**src/hw/bee_pkg.sv**
```systemverilog
package bee_pkg;
	localparam int ADDR_W = 8;
	localparam int DATA_W = 8;
	localparam int DEPTH = 256;
	// Register selects on the special function register port.
	localparam logic [1:0] SEL_DATA = 2'h0;
	localparam logic [1:0] SEL_ADDR = 2'h1;
	localparam logic [1:0] SEL_CTRL = 2'h2;
	localparam logic [1:0] SEL_UNLOCK = 2'h3;
	// Control register bit positions.
	localparam int BIT_RD = 0;
	localparam int BIT_WR = 1;
	localparam int BIT_PERMIT = 2;
	localparam int BIT_ABORT = 3;
	localparam logic [7:0] KEY_FIRST = 8'h55;
	localparam logic [7:0] KEY_SECOND = 8'haa;
	localparam logic [7:0] ZERO_BYTE = 8'h00;
	// Cycles allowed between key writes and between second key and trigger.
	localparam logic [3:0] KEY_GAP = 4'h1;
	localparam longint CLK_HZ = 25000000;
	localparam longint POWERUP_MS = 64;
	localparam longint POWERUP_CYCLES = (POWERUP_MS * CLK_HZ) / 1000;
	localparam int WRITE_CYCLES_DEFAULT = 100000;
	typedef struct packed {
		logic wr;
		logic rd;
		logic [1:0] sel;
		logic [7:0] wdata;
	} bee_req_t;
	typedef enum logic [2:0] {
		ST_IDLE = 3'b001,
		ST_KEY1 = 3'b010,
		ST_KEY2 = 3'b100
	} bee_unlock_t;
endpackage

```
**src/hw/bee_ctrl.sv**
```systemverilog
`timescale 1ns/1ps
// Contract
// - 256 byte array, 8-bit address and data.
// - Byte write erases then programs automatically.
// - Internal timer ends the write cycle.
// - Protected array reads zero to programmer port.
// - Control upper four bits read zero.
// - Triggers set by software, cleared by hardware.
// - Write permit gates writes, clear at power-up.
// - Abort flag set when reset kills write.
// - Aborting reset clears address and data.
// - Write completion sets done flag; software clears.
// - Unlock port stores nothing, reads zero.
// - Read data ready the very next cycle.
// - Data register holds until read or write.
// - Write starts only after exact 55h, AAh, trigger.
// - Trigger refused without permit; permit clear harmless later.
// - Hardware never clears write permit.
// - No writes during power-up timer interval.
module bee_ctrl
	import bee_pkg::*;
#(
	parameter int WRITE_CYCLES = bee_pkg::WRITE_CYCLES_DEFAULT,
	parameter int POWERUP_CNT = int'(bee_pkg::POWERUP_CYCLES)
) (
	// Clock and power-on reset.
	input wire logic clk,
	input wire logic arst_n,
	// Warm resets, synchronous, one per source.
	input wire logic ext_reset,
	input wire logic wdog_reset,
	input wire logic brownout_reset,
	// Processor register port.
	input wire bee_pkg::bee_req_t req,
	output logic [7:0] rdata,
	// Peripheral flag register handshake.
	input wire logic done_flag_clear,
	output logic write_done_flag,
	// Programmer access port.
	input wire logic data_protect,
	input wire logic prog_rd,
	input wire logic [7:0] prog_addr,
	output logic [7:0] prog_rdata,
	// Status.
	output logic write_busy
);
	import bee_pkg::*;

	logic [7:0] mem [0:DEPTH-1];
	logic [7:0] nv_data_byte;
	logic [7:0] nv_address_byte;
	logic rd_trig;
	logic wr_trig;
	logic write_permit;
	logic write_abort_flag;
	logic [31:0] wtimer;
	logic [31:0] putimer;
	logic powered;
	bee_unlock_t ustate;
	logic [3:0] gap;
	logic [7:0] wbuf_addr;
	logic [7:0] wbuf_data;

	// One register-select decode shared by every write strobe below.
	function automatic logic sel_write(input bee_req_t r, input logic [1:0] s);
		return r.wr && r.sel == s;
	endfunction

	wire warm = ext_reset | wdog_reset | brownout_reset;
	wire wr_data = sel_write(req, SEL_DATA);
	wire wr_addr = sel_write(req, SEL_ADDR);
	wire wr_ctrl = sel_write(req, SEL_CTRL);
	wire wr_unlock = sel_write(req, SEL_UNLOCK);
	// Data, address and control writes are ignored while the write timer runs.
	wire accept = !wr_trig && !warm;
	wire unlocked = ustate == ST_KEY2 && gap <= KEY_GAP;
	wire start_wr = accept && wr_ctrl && req.wdata[BIT_WR] && write_permit
		&& unlocked && powered;
	wire start_rd = accept && wr_ctrl && req.wdata[BIT_RD];
	wire finish = wr_trig && wtimer == 32'h0;
	wire [7:0] ctrl_view = {4'h0, write_abort_flag, write_permit, wr_trig, rd_trig};
	wire [7:0] next_rdata = req.sel == SEL_DATA ? nv_data_byte :
		req.sel == SEL_ADDR ? nv_address_byte :
		req.sel == SEL_CTRL ? ctrl_view : ZERO_BYTE;

	// The array has no reset; a real cell keeps contents across power cycles.
	always_ff @(posedge clk) begin
		if (finish) begin
			mem[wbuf_addr] <= wbuf_data;
		end
	end

	always_ff @(posedge clk or negedge arst_n) begin
		if (!arst_n) begin
			putimer <= 32'h0;
			powered <= 1'b0;
		end else if (!powered) begin
			putimer <= putimer + 32'h1;
			powered <= putimer >= 32'(POWERUP_CNT - 1);
		end
	end

	always_ff @(posedge clk or negedge arst_n) begin
		if (!arst_n) begin
			nv_data_byte <= 8'h00;
			nv_address_byte <= 8'h00;
		end else if (warm && wr_trig) begin
			nv_data_byte <= 8'h00;
			nv_address_byte <= 8'h00;
		end else if (start_rd) begin
			nv_data_byte <= mem[nv_address_byte];
		end else if (accept && wr_data) begin
			nv_data_byte <= req.wdata;
		end else if (accept && wr_addr) begin
			nv_address_byte <= req.wdata;
		end
	end

	always_ff @(posedge clk or negedge arst_n) begin
		if (!arst_n) begin
			rd_trig <= 1'b0;
			wr_trig <= 1'b0;
			write_permit <= 1'b0;
			write_abort_flag <= 1'b0;
			wtimer <= 32'h0;
			wbuf_addr <= 8'h00;
			wbuf_data <= 8'h00;
		end else if (warm) begin
			// Permit survives a warm reset; only software or power-on may drop it.
			write_abort_flag <= write_abort_flag | wr_trig;
			wr_trig <= 1'b0;
			rd_trig <= 1'b0;
		end else begin
			rd_trig <= 1'b0;
			if (finish) begin
				wr_trig <= 1'b0;
			end else if (wr_trig) begin
				wtimer <= wtimer - 32'h1;
			end
			if (accept && wr_ctrl) begin
				write_permit <= req.wdata[BIT_PERMIT];
				write_abort_flag <= req.wdata[BIT_ABORT];
				rd_trig <= req.wdata[BIT_RD];
			end
			if (start_wr) begin
				wr_trig <= 1'b1;
				wtimer <= 32'(WRITE_CYCLES - 1);
				wbuf_addr <= nv_address_byte;
				wbuf_data <= nv_data_byte;
			end
		end
	end

	// Any register write other than the exact key order drops the unlock.
	always_ff @(posedge clk or negedge arst_n) begin
		if (!arst_n) begin
			ustate <= ST_IDLE;
			gap <= 4'h0;
		end else if (warm || (req.wr && !wr_unlock) || (wr_unlock && ustate == ST_KEY2)) begin
			ustate <= ST_IDLE;
			gap <= 4'h0;
		end else if (wr_unlock) begin
			gap <= 4'h0;
			unique case (ustate)
				ST_IDLE: ustate <= req.wdata == KEY_FIRST ? ST_KEY1 : ST_IDLE;
				ST_KEY1: ustate <= (req.wdata == KEY_SECOND && gap <= KEY_GAP)
					? ST_KEY2 : ST_IDLE;
				ST_KEY2: ustate <= ST_IDLE;
			endcase
		end else if (ustate != ST_IDLE) begin
			if (gap > KEY_GAP) begin
				ustate <= ST_IDLE;
			end else begin
				gap <= gap + 4'h1;
			end
		end
	end

	always_ff @(posedge clk or negedge arst_n) begin
		if (!arst_n) begin
			write_done_flag <= 1'b0;
			rdata <= 8'h00;
			prog_rdata <= 8'h00;
			write_busy <= 1'b0;
		end else begin
			if (finish && !warm) begin
				write_done_flag <= 1'b1;
			end else if (done_flag_clear) begin
				write_done_flag <= 1'b0;
			end
			rdata <= req.rd ? next_rdata : ZERO_BYTE;
			prog_rdata <= (prog_rd && !data_protect) ? mem[prog_addr] : ZERO_BYTE;
			write_busy <= wr_trig && !finish;
		end
	end
endmodule

```
**config.mk**
```make
export PLATFORM = sky130hd
export DESIGN_NAME = bee_ctrl
export DESIGN_NICKNAME = d
export VERILOG_FILES = /design/src/hw/bee_pkg.sv /design/src/hw/bee_ctrl.sv
export SDC_FILE = /design/constraint.sdc
export NUM_CORES = 2
export LEC_CHECK = 0
export ABC_AREA = 0
export BUFFER_PORTS_ARGS = -buffer_cell sky130_fd_sc_hd__buf_4
export CORE_MARGIN = 5
export CORE_UTILIZATION = 25
export CTS_CLUSTER_SIZE = 16
export DETAILED_ROUTE_END_ITERATION = 7
export MAX_ROUTING_LAYER = met4
export PLACE_DENSITY = 0.44
export SLEW_MARGIN = 10
export SYNTH_ARGS = -nofsm -noshare
export SYNTH_HDL_FRONTEND = slang
export SYNTH_SLANG_ARGS = --single-unit
```
**constraint.sdc**
```tcl
create_clock -name clk -period 4.65 [get_ports clk]
set_input_delay 0.2325 -clock clk [delete_from_list [all_inputs] [get_ports clk]]
set_output_delay 0.2325 -clock clk [all_outputs]
set_load 0.005 [all_outputs]
```
### Word-level counts from Yosys, hierarchy flattened

Memories as Yosys holds them, arrays and structs flattened.
Index checks and enable logic that the tools add are counted.

| word-level totals | value |
|---|---|
| register bits after elaboration | 126 |
| RAM bits | 2048 |
| input port bits | 28 |
| output and inout bits | 18 |
| logic and storage cells | 124 |
| memories | 1 |

| cells by class | value |
|---|---|
| add/subtract/negate cells | 3 |
| $lt $le $gt $ge | 3 |
| equal/unequal tests | 13 |
| mux-type cells | 38 |
| bitwise logic cells | 4 |
| reduce and logical (&&, ||, !) cells | 45 |

Memories:

| memory | depth | bits a word | read ports | clocked after memory_dff | wr ports | line | text |
|---|---|---|---|---|---|---|---|
| mem | 256 | 8 | 2 | 0 | 1 | bee_ctrl.sv:49 | `logic [7:0] mem [0:DEPTH-1];` |

Operators with widths:

| cell | count |
|---|---|
| 2-to-1 mux 32 bit | 3 |
| 2-to-1 mux 8 bit | 11 |
| adder 32 x 1 -> 32 bit (second input constant) | 1 |
| >= comparator 32 x 21 -> 1 bit (second input constant) | 1 |
| logical NOT 32 bit | 1 |
| subtractor 32 x 1 -> 32 bit (second input constant) | 1 |
| logical AND 1 bit | 22 |
| 2-to-1 mux 4 bit | 5 |
| 2-to-1 mux 3 bit | 5 |
| 2-to-1 mux 1 bit | 12 |
| nonzero test 3 bit | 4 |
| case mux 3 bit (3 select lines) | 1 |
| == test 8 x 7 -> 1 bit (second input constant) | 1 |
| == test 8 bit (second input constant) | 1 |
| AND reduction 2 bit | 4 |
| nonzero test 2 bit | 4 |
| AND reduction 3 bit | 2 |
| logical NOT 1 bit | 5 |
| adder 4 x 1 -> 4 bit (second input constant) | 1 |
| == test 2 bit (second input constant) | 2 |
| > comparator 4 x 1 -> 1 bit (second input constant) | 1 |
| less-or-equal comparator 4 x 1 -> 1 bit (second input constant) | 1 |
| inequality test 2 bit (second input constant) | 2 |
| == test 3 x 1 -> 1 bit (second input constant) | 1 |
| other kinds (11) | 14 |

### Depth between registers and ports, before layout

| depth | value |
|---|---|
| depth in word-level cells | 11 |
| gate-level depth with buffers | 13 |
| depth with buffers taken out | 9 |

### Worst setup path before layout

No wires, ideal clock.

| timing | value |
|---|---|
| path type | register to register |
| start point | register wbuf_data[0] |
| end point | memory mem[0][0] (data pin) |
| library setup time | 0.804 ns |
| arrival | 3.183 ns |
| required time | 3.846 ns |
| setup slack | 0.663 ns |
| cell stages (with the launch flop) | 1 |
| path buffers | 0 |
| clock period less this slack | 3.987 ns |
| cells stage by stage | dfrtp_1 |

RTL lines:

| what | line | text |
|---|---|---|
| start: declaration | bee_ctrl.sv:62 | `logic [7:0] wbuf_data;` |
| start signal: assignment | bee_ctrl.sv:149 | `wbuf_data <= nv_data_byte;` |
| end: declaration | bee_ctrl.sv:49 |  |

No word-level cell before the write port.

### Worst setup path after layout

| timing | value |
|---|---|
| start point | register nv_address_byte[3] |
| end point | register nv_data_byte[0] |

| between the ends | value |
|---|---|
| word-level cells in the longest chain between the ends | 3 |

Ends and longest elaborated chain:

| what | line | text |
|---|---|---|
| start: declaration | bee_ctrl.sv:51 | `logic [7:0] nv_address_byte;` |
| start signal: assignment | bee_ctrl.sv:115 | `nv_address_byte <= req.wdata;` |
| memory read (256 x 8 bit) | -- |  |
| 2-to-1 mux 8 bit | bee_ctrl.sv:110 | `end else if (start_rd) begin` |
| 2-to-1 mux 8 bit | bee_ctrl.sv:107 | `end else if (warm && wr_trig) begin` |
| end signal: assignment | bee_ctrl.sv:111 | `nv_data_byte <= mem[nv_address_byte];` |
| end signal: assignment | bee_ctrl.sv:113 | `nv_data_byte <= req.wdata;` |
| end: declaration | bee_ctrl.sv:50 | `logic [7:0] nv_data_byte;` |

Every way passes these cells.
A chain may end at the register's enable or synchronous reset.

==> run_results.csv <==
group,metric,value,unit
run_status,status,"finished clean",
finish,area_growth,20.0,%
synthesis,yosys_warnings,0,
synthesis,synthFlopType,"edfxtp_1",
synthesis,synth-edff-count,2048,
clock_network,cts_sinks,2174,
sta,fin_setup_tns,0,ps
worst_setup_path,r2r_start,"nv_address_byte[3]",
drt,drc_errors,0,
drt,wl_per_cell,34.6,µm
drt,top_layer_used,"met4",
worst_setup_path,crit_arrival,5180,ps
clock_network,cts_buffers,264,
clock_network,cts-root-buf,"clkbuf_16",
clock_network,cts_tree,"done",
sta,fin_crit_sh,94.9,%
die,start_util,25.1,%
drt,dr_wl_met3,28400,µm
placement,port_buffers,45,
worst_setup_path,critical-path-max-stage-delay,1060,ps
grt,grt_pass1_wl,542000,µm
worst_setup_path,r2r_setup_slack,240,ps
sta,fmax,0.227,GHz
die,dieArea,417000,µm²
synthesis,synthArstFlopShare,5.80,%
worst_setup_path,cp_cell_sequence,"buf_4, nor2_1, o221ai_1, o22a_1, o21ai_0, nor4_1, a2111oi_1, buf_4, nor4_1",
drt,wl_met2,189000,µm
sta,setup_violations,0,
placement,placed_cells,11000,
drt,drtIter0Drc,7575,
power_and_ir_drop,ir_worst_vdd,278,µV
synthesis,post-synth-top-area-fraction,60.8,%
die,chipHeight,646,µm
synthesis,synth_largest_area_cell,"edfxtp_1",
drt,firstDrtPassIters,5,
synthesis,netlist_area,101000,µm²
worst_setup_path,crit_path_start,"nv_address_byte[3]",
clock_network,cts_max_path_buffers,4,
synthesis,ys_seq_area_share,63.9,%
grt,grt_pass1_vias,61500,
clock_network,clkTransAtPathRegs,60,ps
worst_setup_path,worstRegToRegCells,9,
synthesis,ys_seq_elements,2174,
die,core_area,403000,µm²
finish,fin_cells,11500,
synthesis,ys_top_cells_by_area,"edfxtp_1 (61%), mux4_2 (24%), dfrtp_1 (3.1%)",
synthesis,syn_area_per_cell,19.1,µm²
finish,drive_gt1_share,37.4,%
die,ioPinCount,46,
worst_setup_path,cp_top_family,"compound AO/OA/AOI/OAI gates",
clock_network,postCtsSetupBuffers,0,
power_and_ir_drop,power_density,395,nW/µm²
worst_setup_path,criticalPathCategory,"reg2reg",
power_and_ir_drop,p_leak,31.9,nW
drt,drt-total-wl,398000,µm
flow_run,cap_violations,0,
clock_network,insertion_delay,920,ps
worst_setup_path,required,5410,ps
sta,fin_crit,4410,ps
worst_setup_path,crit_end,"nv_data_byte[0]",
grt,grt.total_usage,19.2,%
sta,finalMaxSlewViolations,0,
finish,final_cell_mix,"edfxtp_1 (2048), mux4_2 (1075), buf_4 (635)",
worst_setup_path,path_buf_inv,2,
worst_hold_path,min_path_type,"in2async",
placement,dp_hpwl,271000,µm
finish,fillCellCount,39400,
worst_setup_path,cp_max_fo,23,
clock_network,cts_max_level,5,
grt,grt-ovfl-total,0,
sta,skew,38.1,ps
worst_setup_path,r2r-end,"nv_data_byte[0]",
grt,grt_max_degree,157,
worst_setup_path,cp-start-kind,"flop",
worst_setup_path,crit_path_end_kind,"flop",
synthesis,syn-instance-count,5284,
sta,slew_headroom,14.4,%
grt,antenna_found_initial,41,
drt,antenna_left,0,
synthesis,synth_nets,5317,
drt,drt-vias-per-instance,5.25,
sta,worst_pin_slew,1270,ps
sta,rsz0062_at_grt,"no",
synthesis,ys_types,85,
die,rows,233,
placement,gp_congestion,0.888,
die,die_x,646,µm
finish,final_common_cell,"edfxtp_1",
drt,wl_met1,166000,µm
sta,hold_viol,0,
worst_setup_path,cpMaxStageDelayCell,"a2111oi_1",
drt,vias,60400,
finish,nets,5912,
worst_setup_path,crit_cells,9,
[where the power goes]
part / total, mW / switching [mW] / internal, mW / leakage (nW)
sequential: 21.4 / 0.237 / 21.1 / 15.8
combinational: 5.93 / 3.98 / 1.94 / 12.1
clock: 20.7 / 8.55 / 12.1 / 4.09
[synth_stat cells (all sizes together) (5+ instances only)]
| cell type | instances |
|---|---|
| a2111oi | 13 |
| a211oi | 7 |
| a21oi | 63 |
| a221oi | 11 |
| a22o | 9 |
| a22oi | 70 |
| a311oi | 6 |
| a31oi | 8 |
| and2 | 21 |
| and3 | 11 |
| buf | 175 |
| clkbuf | 235 |
| dfrtp | 125 |
| edfxtp | 2048 |
| ha | 5 |
| inv | 14 |
| mux2 | 50 |
| mux2i | 243 |
| mux4 | 1075 |
| nand2 | 172 |
| nand2b | 23 |
| nand3 | 55 |
| nand3b | 5 |
| nand4 | 25 |
| nor2 | 362 |
| nor2b | 21 |
| nor3 | 43 |
| nor4 | 24 |
| o2111ai | 5 |
| o211ai | 9 |
| o21ai | 74 |
| o221a | 6 |
| o221ai | 62 |
| o22a | 5 |
| o22ai | 57 |
| o311ai | 5 |
| o31ai | 8 |
| o32ai | 6 |
| or2 | 7 |
| or3 | 12 |
| or4 | 9 |
| xnor2 | 40 |
| xor2 | 17 |
[worst reg2reg max path, delay by kind of cell (launching register included)]
| kind | cells | cell delay [ps] |
|---|---|---|
| buffers and inverters | 2 | 620 |
| DFF | 1 | 700 |
| and+or+nand+nor | 3 | 980 |
| AOI/OAI and AO/OA | 4 | 1970 |
[state kept, by name (all words and copies together) (netlist names), 3 cells and up]
| signal | cells |
|---|---|
| mem | 2048 |
| putimer | 32 |
| wtimer | 32 |
| nv_address_byte | 8 |
| nv_data_byte | 8 |
| prog_rdata | 8 |
| rdata | 8 |
| wbuf_addr | 8 |
| wbuf_data | 8 |
| gap | 4 |
| ustate | 3 |
[logic make-up (layout without fill, tap and decap cells)]
kind of cell | after synthesis | in the layout | share of synthesized area, %
AO/OA/AOI/OAI | 451 | 451 | 3.14
other | 0 | 16 | 0
AND/OR/NAND/NOR | 804 | 804 | 3.62
adder cells (fa/ha/maj) | 5 | 5 | 0.0619
XOR/XNOR | 57 | 57 | 0.494
flip-flops | 2174 | 2174 | 63.9
multiplexers | 1368 | 1368 | 26.9
buffers and inverters | 425 | 1218 | 1.82
[per-layer routing]
layer  vias to the layer above  track usage, %
met5                         -               -
met4                         0            6.12
met3                       578            2.88
met2                      2798            30.2
met1                     33300            25.6
li1                      23800               -
[worst min path at each step]
| stage | endpoint | cells past startpoint |
|---|---|---|
| after CTS | wbuf_addr[3] | 2 |
| final | write_done_flag | 2 |
| after global placement | rdata[3] | 1 |
| after global routing | wbuf_addr[3] | 2 |
| after detailed placement | write_busy | 1 |
| after floorplan | gap[0] | 0 |
[per-stage QoR]
| step | worst slack (ps) | power, mW | hold slack [ps] | util [%] | area, µm² |
|---|---|---|---|---|---|
| floorplan | 663 | 24.6 | -63.1 | - | 101000 |
| global placement | 159 | 27.7 | 361 | 27.9 | 113000 |
| detailed placement | 223 | 27.7 | 367 | 27.9 | 113000 |
| CTS | 186 | 48.4 | 15.4 | 30.1 | 121000 |
| global route | 78.8 | 49.3 | 89.6 | 30.1 | 121000 |
| finish | 236 | 48.0 | 51.1 | 30.1 | 121000 |
[timing repair]
item | in CTS | in global routing
gates resized for setup | 0 | 0
hold buffers | 32 | 0
hold endpoints to repair | 118 | 0
[cell type report]
cell class | instances | area [µm²] | area share, %
flip-flops and latches | 2174 | 64700 | 53.3
repair buffers | 739 | 6500 | 5.36
diodes | 16 | 40.0 | 0.0330
well taps | 5405 | 6760 | 5.57
inverters | 15 | 61.3 | 0.0505
multi-input cells | 2685 | 34800 | 28.7
clock inverters | 136 | 1410 | 1.16
clock buffers | 328 | 7070 | 5.82
Power figures use the tool's default switching activity.
